--- src/hw/rx_filter_pkg.sv ---
// package: constants, register map and carrier types of the receive address filter
package rx_filter_pkg;

  // destination address geometry
  localparam int unsigned DA_BITS = 48;
  localparam int unsigned DA_BYTES = 6;
  localparam int unsigned HASH_REGS = 8;
  localparam int unsigned HASH_BITS = 6;
  localparam logic [5:0] DA_LAST_BIT = 6'h2f;

  // crc generator
  localparam logic [31:0] CRC_POLY = 32'h04c11db7;
  localparam logic [31:0] CRC_PRESET = 32'hffffffff;

  // register byte addresses on the apb bus, one aligned word each
  localparam logic [7:0] ADDR_STATION0 = 8'h00; // station bytes 0..5 at 00..14
  localparam logic [7:0] ADDR_HASH0 = 8'h18; // hash filter bytes 0..7 at 18..34
  localparam logic [7:0] ADDR_RX_CFG = 8'h38;
  localparam logic [7:0] ADDR_STATUS = 8'h3c;
  localparam logic [3:0] IDX_STATION0 = 4'h0;
  localparam logic [3:0] IDX_HASH0 = 4'h6;
  localparam logic [3:0] IDX_RX_CFG = 4'he;
  localparam logic [3:0] IDX_STATUS = 4'hf;

  // rx configuration field positions
  localparam int unsigned CFG_AB_POS = 0;
  localparam int unsigned CFG_AM_POS = 1;
  localparam int unsigned CFG_PRO_POS = 2;

  // reset values
  localparam logic [7:0] STATION_RESET = 8'h00;
  localparam logic [7:0] HASH_RESET = 8'h00;
  localparam logic [2:0] RX_CFG_RESET = 3'h0;

  typedef struct packed {
    logic promiscuous_cfg;
    logic accept_multicast_cfg;
    logic accept_broadcast_cfg;
  } rx_cfg_s;

  typedef struct packed {
    logic [5:0] hash_index;
    logic is_multicast;
    logic accept;
    logic broadcast;
    logic multicast;
    logic unicast;
  } filt_result_s;

  localparam filt_result_s RESULT_RESET = '0;

  typedef enum logic [2:0] {
    ST_IDLE = 3'b001,
    ST_ADDR = 3'b010,
    ST_REST = 3'b100
  } rx_state_e;

endpackage : rx_filter_pkg

--- src/hw/crc32_bit_step.sv ---
// one serial step of the 32-bit frame check crc
`timescale 1ns/1ps
`default_nettype none
module crc32_bit_step
(
  input wire logic [31:0] crc_in,
  input wire logic data_bit,
  output logic [31:0] crc_out
);

  logic feedback;

  // shift left, fold the polynomial in when top bit and data differ
  always_comb
  begin
    feedback = crc_in[31] ^ data_bit;
    crc_out = {crc_in[30:0], 1'b0} ^ (feedback ? rx_filter_pkg::CRC_POLY : 32'h00000000);
  end

endmodule : crc32_bit_step
`default_nettype wire

--- src/hw/addr_byte_match.sv ---
// equality compare of one received address byte with one station byte
`timescale 1ns/1ps
`default_nettype none
module addr_byte_match
(
  input wire logic [7:0] rx_byte,
  input wire logic [7:0] station_byte,
  output logic equal
);

  // byte wide compare
  assign equal = (rx_byte == station_byte);

endmodule : addr_byte_match
`default_nettype wire

--- src/hw/rx_destination_address_filter.sv ---
// receive destination address filter: unicast, hash multicast, broadcast, apb registers
`timescale 1ns/1ps
`default_nettype none
module rx_destination_address_filter
(
  input wire logic CLOCK,
  input wire logic SRST,
  // apb slave
  input wire logic PSEL,
  input wire logic PENABLE,
  input wire logic PWRITE,
  input wire logic [7:0] PADDR,
  input wire logic [31:0] PWDATA,
  output logic [31:0] PRDATA,
  output logic PREADY,
  output logic PSLVERR,
  // receive bit stream
  input wire logic RX_FRAME_START,
  input wire logic RX_BIT_VALID,
  input wire logic RX_BIT,
  // filter results
  output logic RESULT_VALID,
  output logic UNICAST_MATCH,
  output logic MULTICAST_MATCH,
  output logic BROADCAST_MATCH,
  output logic IS_MULTICAST,
  output logic ACCEPT,
  output logic [5:0] HASH_INDEX
);

  // register storage
  logic [7:0] station_q [rx_filter_pkg::DA_BYTES];
  logic [7:0] station_d [rx_filter_pkg::DA_BYTES];
  logic [7:0] hash_q [rx_filter_pkg::HASH_REGS];
  logic [7:0] hash_d [rx_filter_pkg::HASH_REGS];
  rx_filter_pkg::rx_cfg_s cfg_q;
  rx_filter_pkg::rx_cfg_s cfg_d;
  logic [31:0] prdata_q;
  logic [31:0] prdata_d;
  logic slverr_q;
  logic slverr_d;

  // receive side state
  rx_filter_pkg::rx_state_e state_q;
  rx_filter_pkg::rx_state_e state_d;
  logic [5:0] bit_cnt_q;
  logic [5:0] bit_cnt_d;
  logic [47:0] da_q;
  logic [47:0] da_d;
  logic [31:0] crc_q;
  logic [31:0] crc_d;
  logic [31:0] crc_cur;
  logic [31:0] crc_next;
  rx_filter_pkg::filt_result_s result_q;
  rx_filter_pkg::filt_result_s result_d;
  logic valid_q;
  logic valid_d;

  // decode helpers
  logic [3:0] reg_idx;
  logic addr_ok;
  logic wr_en;
  logic setup;
  logic take_bit;
  logic last_bit;
  logic [5:0] byte_eq;
  logic [63:0] hash_bits;
  logic [5:0] hash_idx;
  logic uni;
  logic mul;
  logic bro;
  logic is_mc;
  logic [31:0] status_word;

  // apb decode: word index from the byte address, top bits must be clear
  assign reg_idx = PADDR[5:2];
  assign addr_ok = (PADDR[7:6] == 2'b00) && (PADDR[1:0] == 2'b00);
  assign setup = PSEL && !PENABLE;
  assign wr_en = PSEL && PENABLE && PWRITE && !slverr_q;

  // no wait states: read data and error are latched in the setup cycle
  assign PREADY = PSEL && PENABLE;
  assign PRDATA = prdata_q;
  assign PSLVERR = slverr_q && PSEL && PENABLE;

  // status word: valid flag in bit 0, result fields in bits 11..1, upper bits zero
  assign status_word = {20'h00000, result_q, valid_q};

  // flatten the hash bytes into filter bits 0..63
  always_comb
  begin
    for (int n = 0; n < 8; n++)
    begin
      hash_bits[n*8 +: 8] = hash_q[n];
    end
  end

  // register write and read-data next values
  always_comb
  begin
    station_d = station_q;
    hash_d = hash_q;
    cfg_d = cfg_q;
    prdata_d = prdata_q;
    slverr_d = slverr_q;
    // read word and error are latched in the setup cycle and stand through the access
    if (setup)
    begin
      prdata_d = 32'h00000000;
      slverr_d = !addr_ok;
      if (addr_ok)
      begin
        if (reg_idx < rx_filter_pkg::IDX_HASH0)
        begin
          prdata_d[7:0] = station_q[3'(reg_idx)];
        end
        else if (reg_idx < rx_filter_pkg::IDX_RX_CFG)
        begin
          prdata_d[7:0] = hash_q[3'(reg_idx - rx_filter_pkg::IDX_HASH0)];
        end
        else if (reg_idx == rx_filter_pkg::IDX_RX_CFG)
        begin
          prdata_d[2:0] = cfg_q;
        end
        else
        begin
          prdata_d = status_word;
        end
      end
    end
    // a write lands at the access edge; status and flagged addresses are left alone
    if (wr_en)
    begin
      if (reg_idx < rx_filter_pkg::IDX_HASH0)
      begin
        station_d[3'(reg_idx)] = PWDATA[7:0];
      end
      else if (reg_idx < rx_filter_pkg::IDX_RX_CFG)
      begin
        hash_d[3'(reg_idx - rx_filter_pkg::IDX_HASH0)] = PWDATA[7:0];
      end
      else if (reg_idx == rx_filter_pkg::IDX_RX_CFG)
      begin
        cfg_d = rx_filter_pkg::rx_cfg_s'(PWDATA[2:0]);
      end
    end
  end

  // register file flops
  always_ff @(posedge CLOCK)
  begin
    if (SRST)
    begin
      for (int n = 0; n < 6; n++)
      begin
        station_q[n] <= rx_filter_pkg::STATION_RESET;
      end
      for (int n = 0; n < 8; n++)
      begin
        hash_q[n] <= rx_filter_pkg::HASH_RESET;
      end
      cfg_q <= rx_filter_pkg::RX_CFG_RESET;
      prdata_q <= 32'h00000000;
      slverr_q <= 1'b0;
    end
    else
    begin
      station_q <= station_d;
      hash_q <= hash_d;
      cfg_q <= cfg_d;
      prdata_q <= prdata_d;
      slverr_q <= slverr_d;
    end
  end

  // crc runs from the preset on the first address bit
  assign crc_cur = (bit_cnt_q == 6'h00) ? rx_filter_pkg::CRC_PRESET : crc_q;

  // one crc step per cycle, fed with the bit on offer
  crc32_bit_step u_crc
  (
    .crc_in(crc_cur),
    .data_bit(RX_BIT),
    .crc_out(crc_next)
  );

  // a bit is taken only while the address is collected, never in a start cycle
  assign take_bit = RX_BIT_VALID && (state_q == rx_filter_pkg::ST_ADDR) && !RX_FRAME_START;
  assign last_bit = take_bit && (bit_cnt_q == rx_filter_pkg::DA_LAST_BIT);

  // byte compares against the station address
  genvar g;
  generate
    for (g = 0; g < 6; g++)
    begin : g_byte
      addr_byte_match u_match
      (
        .rx_byte(da_d[g*8 +: 8]),
        .station_byte(station_q[g]),
        .equal(byte_eq[g])
      );
    end
  endgenerate

  // match results from the completed address
  always_comb
  begin
    uni = &byte_eq;
    hash_idx = crc_next[31:26];
    mul = hash_bits[hash_idx];
    bro = &da_d;
    is_mc = da_d[0];
  end

  // address capture state machine
  always_comb
  begin
    state_d = state_q;
    bit_cnt_d = bit_cnt_q;
    da_d = da_q;
    crc_d = crc_q;
    result_d = result_q;
    valid_d = 1'b0;
    // a start pulse wins over a bit offered in the same cycle
    if (RX_FRAME_START)
    begin
      state_d = rx_filter_pkg::ST_ADDR;
      bit_cnt_d = 6'h00;
      da_d = 48'h000000000000;
    end
    else if (take_bit)
    begin
      da_d[bit_cnt_q] = RX_BIT;
      crc_d = crc_next;
      bit_cnt_d = bit_cnt_q + 6'h01;
      if (last_bit)
      begin
        state_d = rx_filter_pkg::ST_REST;
      end
    end
    if (last_bit)
    begin
      // decision latched beside the fields so both describe the same frame
      valid_d = 1'b1;
      result_d.unicast = uni;
      result_d.multicast = mul;
      result_d.broadcast = bro;
      result_d.is_multicast = is_mc;
      result_d.hash_index = hash_idx;
      result_d.accept = cfg_q.promiscuous_cfg
                        || (bro && cfg_q.accept_broadcast_cfg)
                        || (is_mc && !bro && mul && cfg_q.accept_multicast_cfg)
                        || (!is_mc && uni);
    end
  end

  // receive side flops
  always_ff @(posedge CLOCK)
  begin
    if (SRST)
    begin
      state_q <= rx_filter_pkg::ST_IDLE;
      bit_cnt_q <= 6'h00;
      da_q <= 48'h000000000000;
      crc_q <= rx_filter_pkg::CRC_PRESET;
      result_q <= rx_filter_pkg::RESULT_RESET;
      valid_q <= 1'b0;
    end
    else
    begin
      state_q <= state_d;
      bit_cnt_q <= bit_cnt_d;
      da_q <= da_d;
      crc_q <= crc_d;
      result_q <= result_d;
      valid_q <= valid_d;
    end
  end

  // result outputs straight from flops
  assign RESULT_VALID = valid_q;
  assign UNICAST_MATCH = result_q.unicast;
  assign MULTICAST_MATCH = result_q.multicast;
  assign BROADCAST_MATCH = result_q.broadcast;
  assign IS_MULTICAST = result_q.is_multicast;
  assign ACCEPT = result_q.accept;
  assign HASH_INDEX = result_q.hash_index;

endmodule : rx_destination_address_filter
`default_nettype wire

--- config.mk ---
export PLATFORM = sky130hd
export DESIGN_NAME = rx_destination_address_filter
export DESIGN_NICKNAME = d
export VERILOG_FILES = /design/src/hw/rx_filter_pkg.sv /design/src/hw/crc32_bit_step.sv /design/src/hw/addr_byte_match.sv /design/src/hw/rx_destination_address_filter.sv
export SDC_FILE = /design/constraint.sdc
export NUM_CORES = 1
export LEC_CHECK = 0
export BUFFER_PORTS_ARGS = -buffer_cell sky130_fd_sc_hd__buf_2
export CORE_UTILIZATION = 23
export CTS_BUF_LIST = sky130_fd_sc_hd__clkbuf_4 sky130_fd_sc_hd__clkbuf_8
export DETAILED_ROUTE_END_ITERATION = 10
export SLEW_MARGIN = 10
export SYNTH_ARGS = -nofsm -noshare
export SYNTH_HDL_FRONTEND = slang
export SYNTH_SLANG_ARGS = --single-unit
--- constraint.sdc ---
create_clock -name CLOCK -period 7.5 [get_ports CLOCK]
set_clock_uncertainty 0.15 [all_clocks]
set_input_delay 1.125 -clock CLOCK [delete_from_list [all_inputs] [get_ports CLOCK]]
set_output_delay 1.125 -clock CLOCK [all_outputs]
set_load 0.005 [all_outputs]
=== Word level (Yosys, flattened, before mapping) ===
Index checks and enable logic that the tools add are counted.

* $add $sub $neg: 2
* $lt $le $gt $ge: 9
* Eq/ne operators: 9
* Mux-type cells: 32
* Bitwise operators: 7
* Reductions and logical operators: 41

{| class="wikitable"
|+ Operator list
! kind !! count
|-
| bitwise mux 48 bit || 2
|-
| two-way mux 48 bit || 2
|-
| bitwise mux 64 bit || 1
|-
| two-way mux 32 bit || 2
|-
| two-way mux 8 bit || 8
|-
| binary-select mux 8 bit (select 3 bit) || 2
|-
| demux 8 bit (select 3 bit) || 2
|-
| equality test 8 bit || 6
|-
| AND reduction 48 bit || 1
|-
| XOR 32 bit || 1
|-
| two-way mux 27 bit || 1
|-
| two-way mux 24 bit || 1
|-
| logical AND 1 bit || 18
|-
| less-than comparator 6 x 7 -> 1 bit, second input constant || 2
|-
| two-way mux 9 bit || 1
|-
| greater-or-equal comparator 4 bit, second input constant || 2
|-
| less-than comparator 4 x 1 -> 1 bit, second input constant || 2
|-
| inverter 3 -> 4 bit || 2
|-
| AND reduction 2 bit || 4
|-
| adder 6 x 1 -> 6 bit, second input constant || 1
|-
| binary-select mux 1 bit (select 6 bit) || 1
|-
| demux 1 bit (select 6 bit) || 1
|-
| equality test 6 bit, second input constant || 1
|-
| greater-or-equal comparator 6 x 1 -> 1 bit, second input constant || 1
|-
| 20 further kinds || 35
|}

* Register bits after elaboration: 249
* Input bits: 48
* Output and inout port bits: 46
* Logic and storage cells: 131

=== Logic depth before layout (Yosys ltp) ===
* Depth after elaboration: 14
* Gate-level depth with buffers: 15
* Mapped depth without buffers: 11

=== Modules after synthesis ===
Synthesis repeated with hierarchy kept, for this count alone.

* Cell total of the unflattened synthesis: 1346
* Area total of the unflattened synthesis: 12539.5 um^2

{| class="wikitable"
|+ Modules (own cells, without submodules)
! module !! instances !! cells an instance !! area an instance (um^2) !! sequential area each (um^2)
|-
| rx_destination_address_filter || 1 || 1244 || 11512.3 || 4584.4
|-
| addr_byte_match || 6 || 11 || 86.3 || 0.0
|-
| crc32_bit_step || 1 || 36 || 509.2 || 0.0
|}

=== Worst setup path before layout ===
No wires, ideal clock.

* Path type: input-to-reg
* Start: input port PADDR[3]
* End: register prdata_q[1] (netlist: PRDATA[1])
* Library setup time: 133 ps
* Arrival time: 3728 ps
* Slack: 3489 ps
* Stages: 10
* Cell sequence: clkbuf_1 clkbuf_1 clkinv_1 ha_1 clkbuf_1 nor2b_1 a211oi_1 a21oi_1 o221ai_1 a21oi_1

* Cells in the longest elaborated chain, start to end: 8

{| class="wikitable"
|+ Ends and longest elaborated chain
! item !! RTL line !! RTL
|-
| from (decl) || rx_destination_address_filter.sv:12 || <nowiki>input wire logic [7:0] PADDR,</nowiki>
|-
| subtractor 3 bit || rx_destination_address_filter.sv:119 || <nowiki>prdata_d[7:0] = hash_q[3'(reg_idx - rx_filter_pkg::IDX_HASH0)];</nowiki>
|-
| inverter 3 -> 4 bit (implied by the code) || rx_destination_address_filter.sv:119 ||
|-
| binary-select mux 8 bit (select 3 bit) || rx_destination_address_filter.sv:119 ||
|-
| two-way mux 8 bit (implied by the code) (2 in a row) || rx_destination_address_filter.sv:119 ||
|-
| two-way mux 8 bit || rx_destination_address_filter.sv:117 || <nowiki>else if (reg_idx < rx_filter_pkg::IDX_RX_CFG)</nowiki>
|-
| two-way mux 8 bit (*) || rx_destination_address_filter.sv:113 || <nowiki>if (reg_idx < rx_filter_pkg::IDX_HASH0)</nowiki>
|-
| two-way mux 32 bit (*) || rx_destination_address_filter.sv:111 || <nowiki>if (addr_ok)</nowiki>
|-
| to (signal assigned) || rx_destination_address_filter.sv:171 || <nowiki>prdata_q <= prdata_d;</nowiki>
|-
| to (decl) || rx_destination_address_filter.sv:38 || <nowiki>logic [31:0] prdata_q;</nowiki>
|}

Every way passes the cells marked *; elsewhere a longest branch is shown, timed or not. The select of a mux whose other input is x is not followed.
A chain may end at the register's enable or synchronous reset.

=== Worst setup path after layout ===
* Start: input port RX_BIT_VALID
* End: register result_q, in the netlist UNICAST_MATCH

* Cells in the longest elaborated chain, start to end: 6

{| class="wikitable"
|+ Ends and longest elaborated chain
! item !! RTL line !! RTL
|-
| from (decl) || rx_destination_address_filter.sv:19 || <nowiki>input wire logic RX_BIT_VALID,</nowiki>
|-
| logical AND 1 bit (*) (2 in a row) || rx_destination_address_filter.sv:188 || <nowiki>assign take_bit = RX_BIT_VALID && (state_q == rx_filter_pkg::ST_ADDR) && !RX_FRAME_START;</nowiki>
|-
| two-way mux 48 bit || rx_destination_address_filter.sv:231 || <nowiki>else if (take_bit)</nowiki>
|-
| two-way mux 48 bit || rx_destination_address_filter.sv:225 || <nowiki>if (RX_FRAME_START)</nowiki>
|-
| equality test 8 bit || addr_byte_match.sv:12 || <nowiki>assign equal = (rx_byte == station_byte);</nowiki>
|-
| AND reduction 6 bit || rx_destination_address_filter.sv:208 || <nowiki>uni = &byte_eq;</nowiki>
|-
| to (signal assigned) || rx_destination_address_filter.sv:266 || <nowiki>result_q <= rx_filter_pkg::RESULT_RESET;</nowiki>
|-
| to (signal assigned) || rx_destination_address_filter.sv:275 || <nowiki>result_q <= result_d;</nowiki>
|-
| to (decl) || rx_destination_address_filter.sv:54 || <nowiki>rx_filter_pkg::filt_result_s result_q;</nowiki>
|}

Every way passes the cells marked *; elsewhere a longest branch is shown, timed or not.

==> results.sh <==
export IMPL_drtAntennaViolNets=0
export IMPL_numPortBuffers=49
export IMPL_path_clk_slew_ns=0.06
export IMPL_slew_viol_final=0
export IMPL_r2r_end="ACCEPT"
export IMPL_drive_above_1_share_pct=13.5
export IMPL_fmax_mhz=224
export IMPL_ys_seq_area_share_pct=37.3
export IMPL_setup_viol=0
export IMPL_antenna_diode_count=0
export IMPL_start_util_pct=23.3
export IMPL_cts_resized=0
export IMPL_grt_pass1_wl_mm=60.8
export IMPL_crit_family="simple AND/OR/NAND/NOR gates"
export IMPL_synth_edf_count=0
export IMPL_synth_seq_cells=229
export IMPL_synth_area_sq_mm=0.0123
export IMPL_tritoncts="done"
export IMPL_avgSynthCellArea_sq_um=8.89
export IMPL_ys_flop_type="dfxtp_1"
export IMPL_placementRows=84
export IMPL_synth_cells=1381
export IMPL_use_met1_pct=19.4
export IMPL_wl_mm=38.8
export IMPL_routedWlPerCell_um=18.6
export IMPL_switchingPower_mw=0.644
export IMPL_cp_max_fo=30
export IMPL_pwr_share_comb_pct=5.9
export IMPL_crit_cells=11
export IMPL_drt_initial_drc_count=1020
export IMPL_n_fill_cell=5582
export IMPL_multi_input_area_sq_mm=0.00711
export IMPL_fin_crit_ns=4.46
export IMPL_tightestPinTransition_ns=1.27
export IMPL_critPathRequiredTime_ns=7.83
export IMPL_cpMaxStageDelayCell="nand4bb_2"
export IMPL_synth_warnings=0
export IMPL_startpoint_type="input port"
export IMPL_cts_root_buf="clkbuf_8"
export IMPL_grt_overflow=0
export IMPL_p_per_area_mw_per_mm2=187
export IMPL_crit_chain="buf_2 > nand4bb_2 > buf_4 > o311a_1 > o311ai_0 > o2111ai_1 > or4b_1 > nor4_1 > nand4_1 > o21a_1 > nor2_1"
export IMPL_leakage_nw=5.58
export IMPL_syn_to_final_growth_pct=13.1
export IMPL_r2r_worst_path_cells=12
export IMPL_tns_ns=0
export IMPL_clock_latency_ns=0.56
export IMPL_worstPathArrival_ns=4.79
export IMPL_viasPerCell=5.13
export IMPL_maxCapViolCount=0
export IMPL_die_area_sq_mm=0.0543
export IMPL_pwr_share_seq_pct=47.3
export IMPL_cp_num_buf_inv=2
export IMPL_p_clk_share_pct=46.8
export IMPL_postCtsSetupRepairBufs=0
export IMPL_die_w_um=233
export IMPL_relSlewSlack_pct=14.9
export IMPL_die_h_um=233
export IMPL_swShare_pct=24.8
export IMPL_coreArea_sq_mm=0.0527
export IMPL_hp_class="flop to flop"
export IMPL_crit_end="UNICAST_MATCH"
export IMPL_drt_pass1_iterations=5
export IMPL_cp_startpoint="RX_BIT_VALID"
export IMPL_clk_path_buf_depth=3
export IMPL_htree_levels=2
export IMPL_r2r_slack_ns=3.05
export IMPL_met2_usage_pct=22.4
export IMPL_synth_cell_types=73
export IMPL_drcViolationCount=0
export IMPL_place_gp_congestion=0.930
export IMPL_ctsHoldBuffers=0
export IMPL_use_met3_pct=1.79
export IMPL_cts_num_sinks=229
export IMPL_slowest_delay_ns=0.67
export IMPL_final_nets=1430
export IMPL_p_int_mw=1.95
export IMPL_regToRegStartpoint="bit_cnt_q[0]"
export IMPL_grt_max_degree=92
export IMPL_seqCellArea_sq_mm=0.00458
export IMPL_dp_hpwl_mm=26.6
export IMPL_peakVddDrop_uv=117
export IMPL_grt_pass1_vias=10000
export IMPL_status="completed"
export IMPL_power_total_mw=2.60
export IMPL_critPathCaptureType="flop"
export IMPL_crit_type="input port to flop"
export IMPL_track_usage_pct=14.2
export IMPL_antenna_found_initial=2
export IMPL_io_pins=94
export IMPL_vias=10700
export IMPL_grt_busiest_layer="met2"
export IMPL_cts_made_buffers=39
export IMPL_final_period_utilization_pct=59.5
export IMPL_async_reset_ff_share_pct=0
export IMPL_rsz0062_at_grt="false"
export IMPL_finalHoldViolations=0
## layout make-up
type	instances	share of cell area, %
Multi-Input combinational cell	1014	51.2
Clock inverter	8	0.514
Inverter	21	0.568
Sequential cell	229	33.0
Clock buffer	60	5.54
Timing Repair Buffer	70	2.95
Tap cell	688	6.20
## cell usage in the layout, fill, tap and decap left out, types with 14 or more instances in the layout
master / instances
dfxtp_1: 229
buf_2: 48
a211o_1: 19
o21ai_0: 15
nand4_1: 25
nand3_1: 42
nor4_1: 35
nand2_1: 57
a211oi_1: 15
buf_4: 21
inv_1: 20
xor2_1: 36
mux4_2: 30
clkbuf_8: 51
mux2i_1: 177
a21oi_1: 32
nor2b_1: 25
nor2_1: 247
a31oi_1: 33
o22ai_1: 14
conb_1: 20
nand2b_1: 17
## per-stage QoR
stage | hold slack, ns | area (sq um) | instances | util [%] | setup slack, ns
6_report | 0.296 | 13900 | 2090 | 26.4 | 3.04
4_1_cts | 0.299 | 13900 | 2090 | 26.4 | 3.03
2_1_floorplan | 0.286 | 12400 | 1400 | - | 3.49
3_3_place_gp | 0.288 | 13000 | 2022 | 24.8 | 2.60
3_5_place_dp | 0.292 | 13000 | 2022 | 24.8 | 2.59
5_1_grt | 0.326 | 13900 | 2090 | 26.4 | 2.76
## state kept, by name, indices dropped and copies added, names as in the netlist
name             count
crc_q               32
UNICAST_MATCH        1
ACCEPT               1
hash_bits           64
RESULT_VALID         1
MULTICAST_MATCH      1
BROADCAST_MATCH      1
HASH_INDEX           6
da_q                48
slverr_q             1
state_q              3
station_q           48
bit_cnt_q            6
IS_MULTICAST         1
cfg_q                3
PRDATA              12
## power by group through the flow
stage,logic [mW],registers (mW),clock network (mW)
after floorplan,0.111,1.25,0
after global placement,0.149,1.26,0
after detailed placement,0.150,1.26,0
after CTS,0.150,1.23,1.24
after global routing,0.163,1.23,1.30
final,0.152,1.23,1.22
## kinds of logic after synthesis
| kind of cell | count (synthesis) | share of synthesized area, % |
|---|---|---|
| mux | 214 | 20.6 |
| fa+ha+maj | 7 | 0.713 |
| buf+inv | 157 | 5.59 |
| compound gates | 196 | 11.4 |
| flops | 229 | 37.3 |
| xor+xnor | 49 | 3.49 |
| other cells | 1 | 0.0305 |
| simple gates | 528 | 20.9 |
## layer usage
layer / vias to the layer above / part of all wire [%] / routed length [um]
met4: 4 / 4.0 / 1550
met2: 457 / 45 / 17500
met1: 5235 / 43 / 16900
met5: - / 0.057 / 22
met3: 98 / 7.5 / 2900
li1: 4921 / - / -
## worst min-delay path by stage
stage	from	to	slack, ns	cells past startpoint
after floorplan	crc_q[10]	crc_q[10]	0.29	1
after detailed placement	PRDATA[0]	PRDATA[0]	0.29	2
after CTS	PRDATA[0]	PRDATA[0]	0.30	2
after global placement	PRDATA[0]	PRDATA[0]	0.29	2
after global routing	crc_q[22]	crc_q[22]	0.33	1
final	PRDATA[0]	PRDATA[0]	0.30	2
## cells in the mapped netlist (4+ instances only)
cell,number,area [sq um]
nand2b_1,17,106
o22ai_1,14,87.6
or4_1,4,30.0
a31oi_1,33,206
a21oi_1,32,160
nand2_1,57,214
dfxtp_1,229,4580
mux2_2,7,78.8
o311ai_0,9,78.8
a211o_1,19,166
o211ai_1,6,45.0
nor3_1,14,70.1
or3_1,8,50.1
ha_1,7,87.6
nand4_1,25,156
a311oi_1,6,52.6
nand3b_1,9,67.6
buf_4,20,150
nand3_1,42,210
o21ai_0,15,75.1
nor4_1,35,219
buf_1,12,45.0
inv_1,20,75.1
nor2_1,248,931
a211oi_1,15,113
xnor2_1,13,114
xor2_1,36,315
and2_1,8,50.1
mux2i_1,177,1770
o311a_1,7,70.1
nor2b_1,25,156
clkbuf_1,96,360
mux4_2,30,676
and3_1,6,37.5
buf_2,6,30.0
and3b_1,7,61.3
a22oi_1,8,60.1
## worst min-delay path: stages (launching register included)
cell	delay, ns
dfxtp_1	0.30
nand2_1	0.05
a21oi_1	0.05
Power figures use the tool's default switching activity.
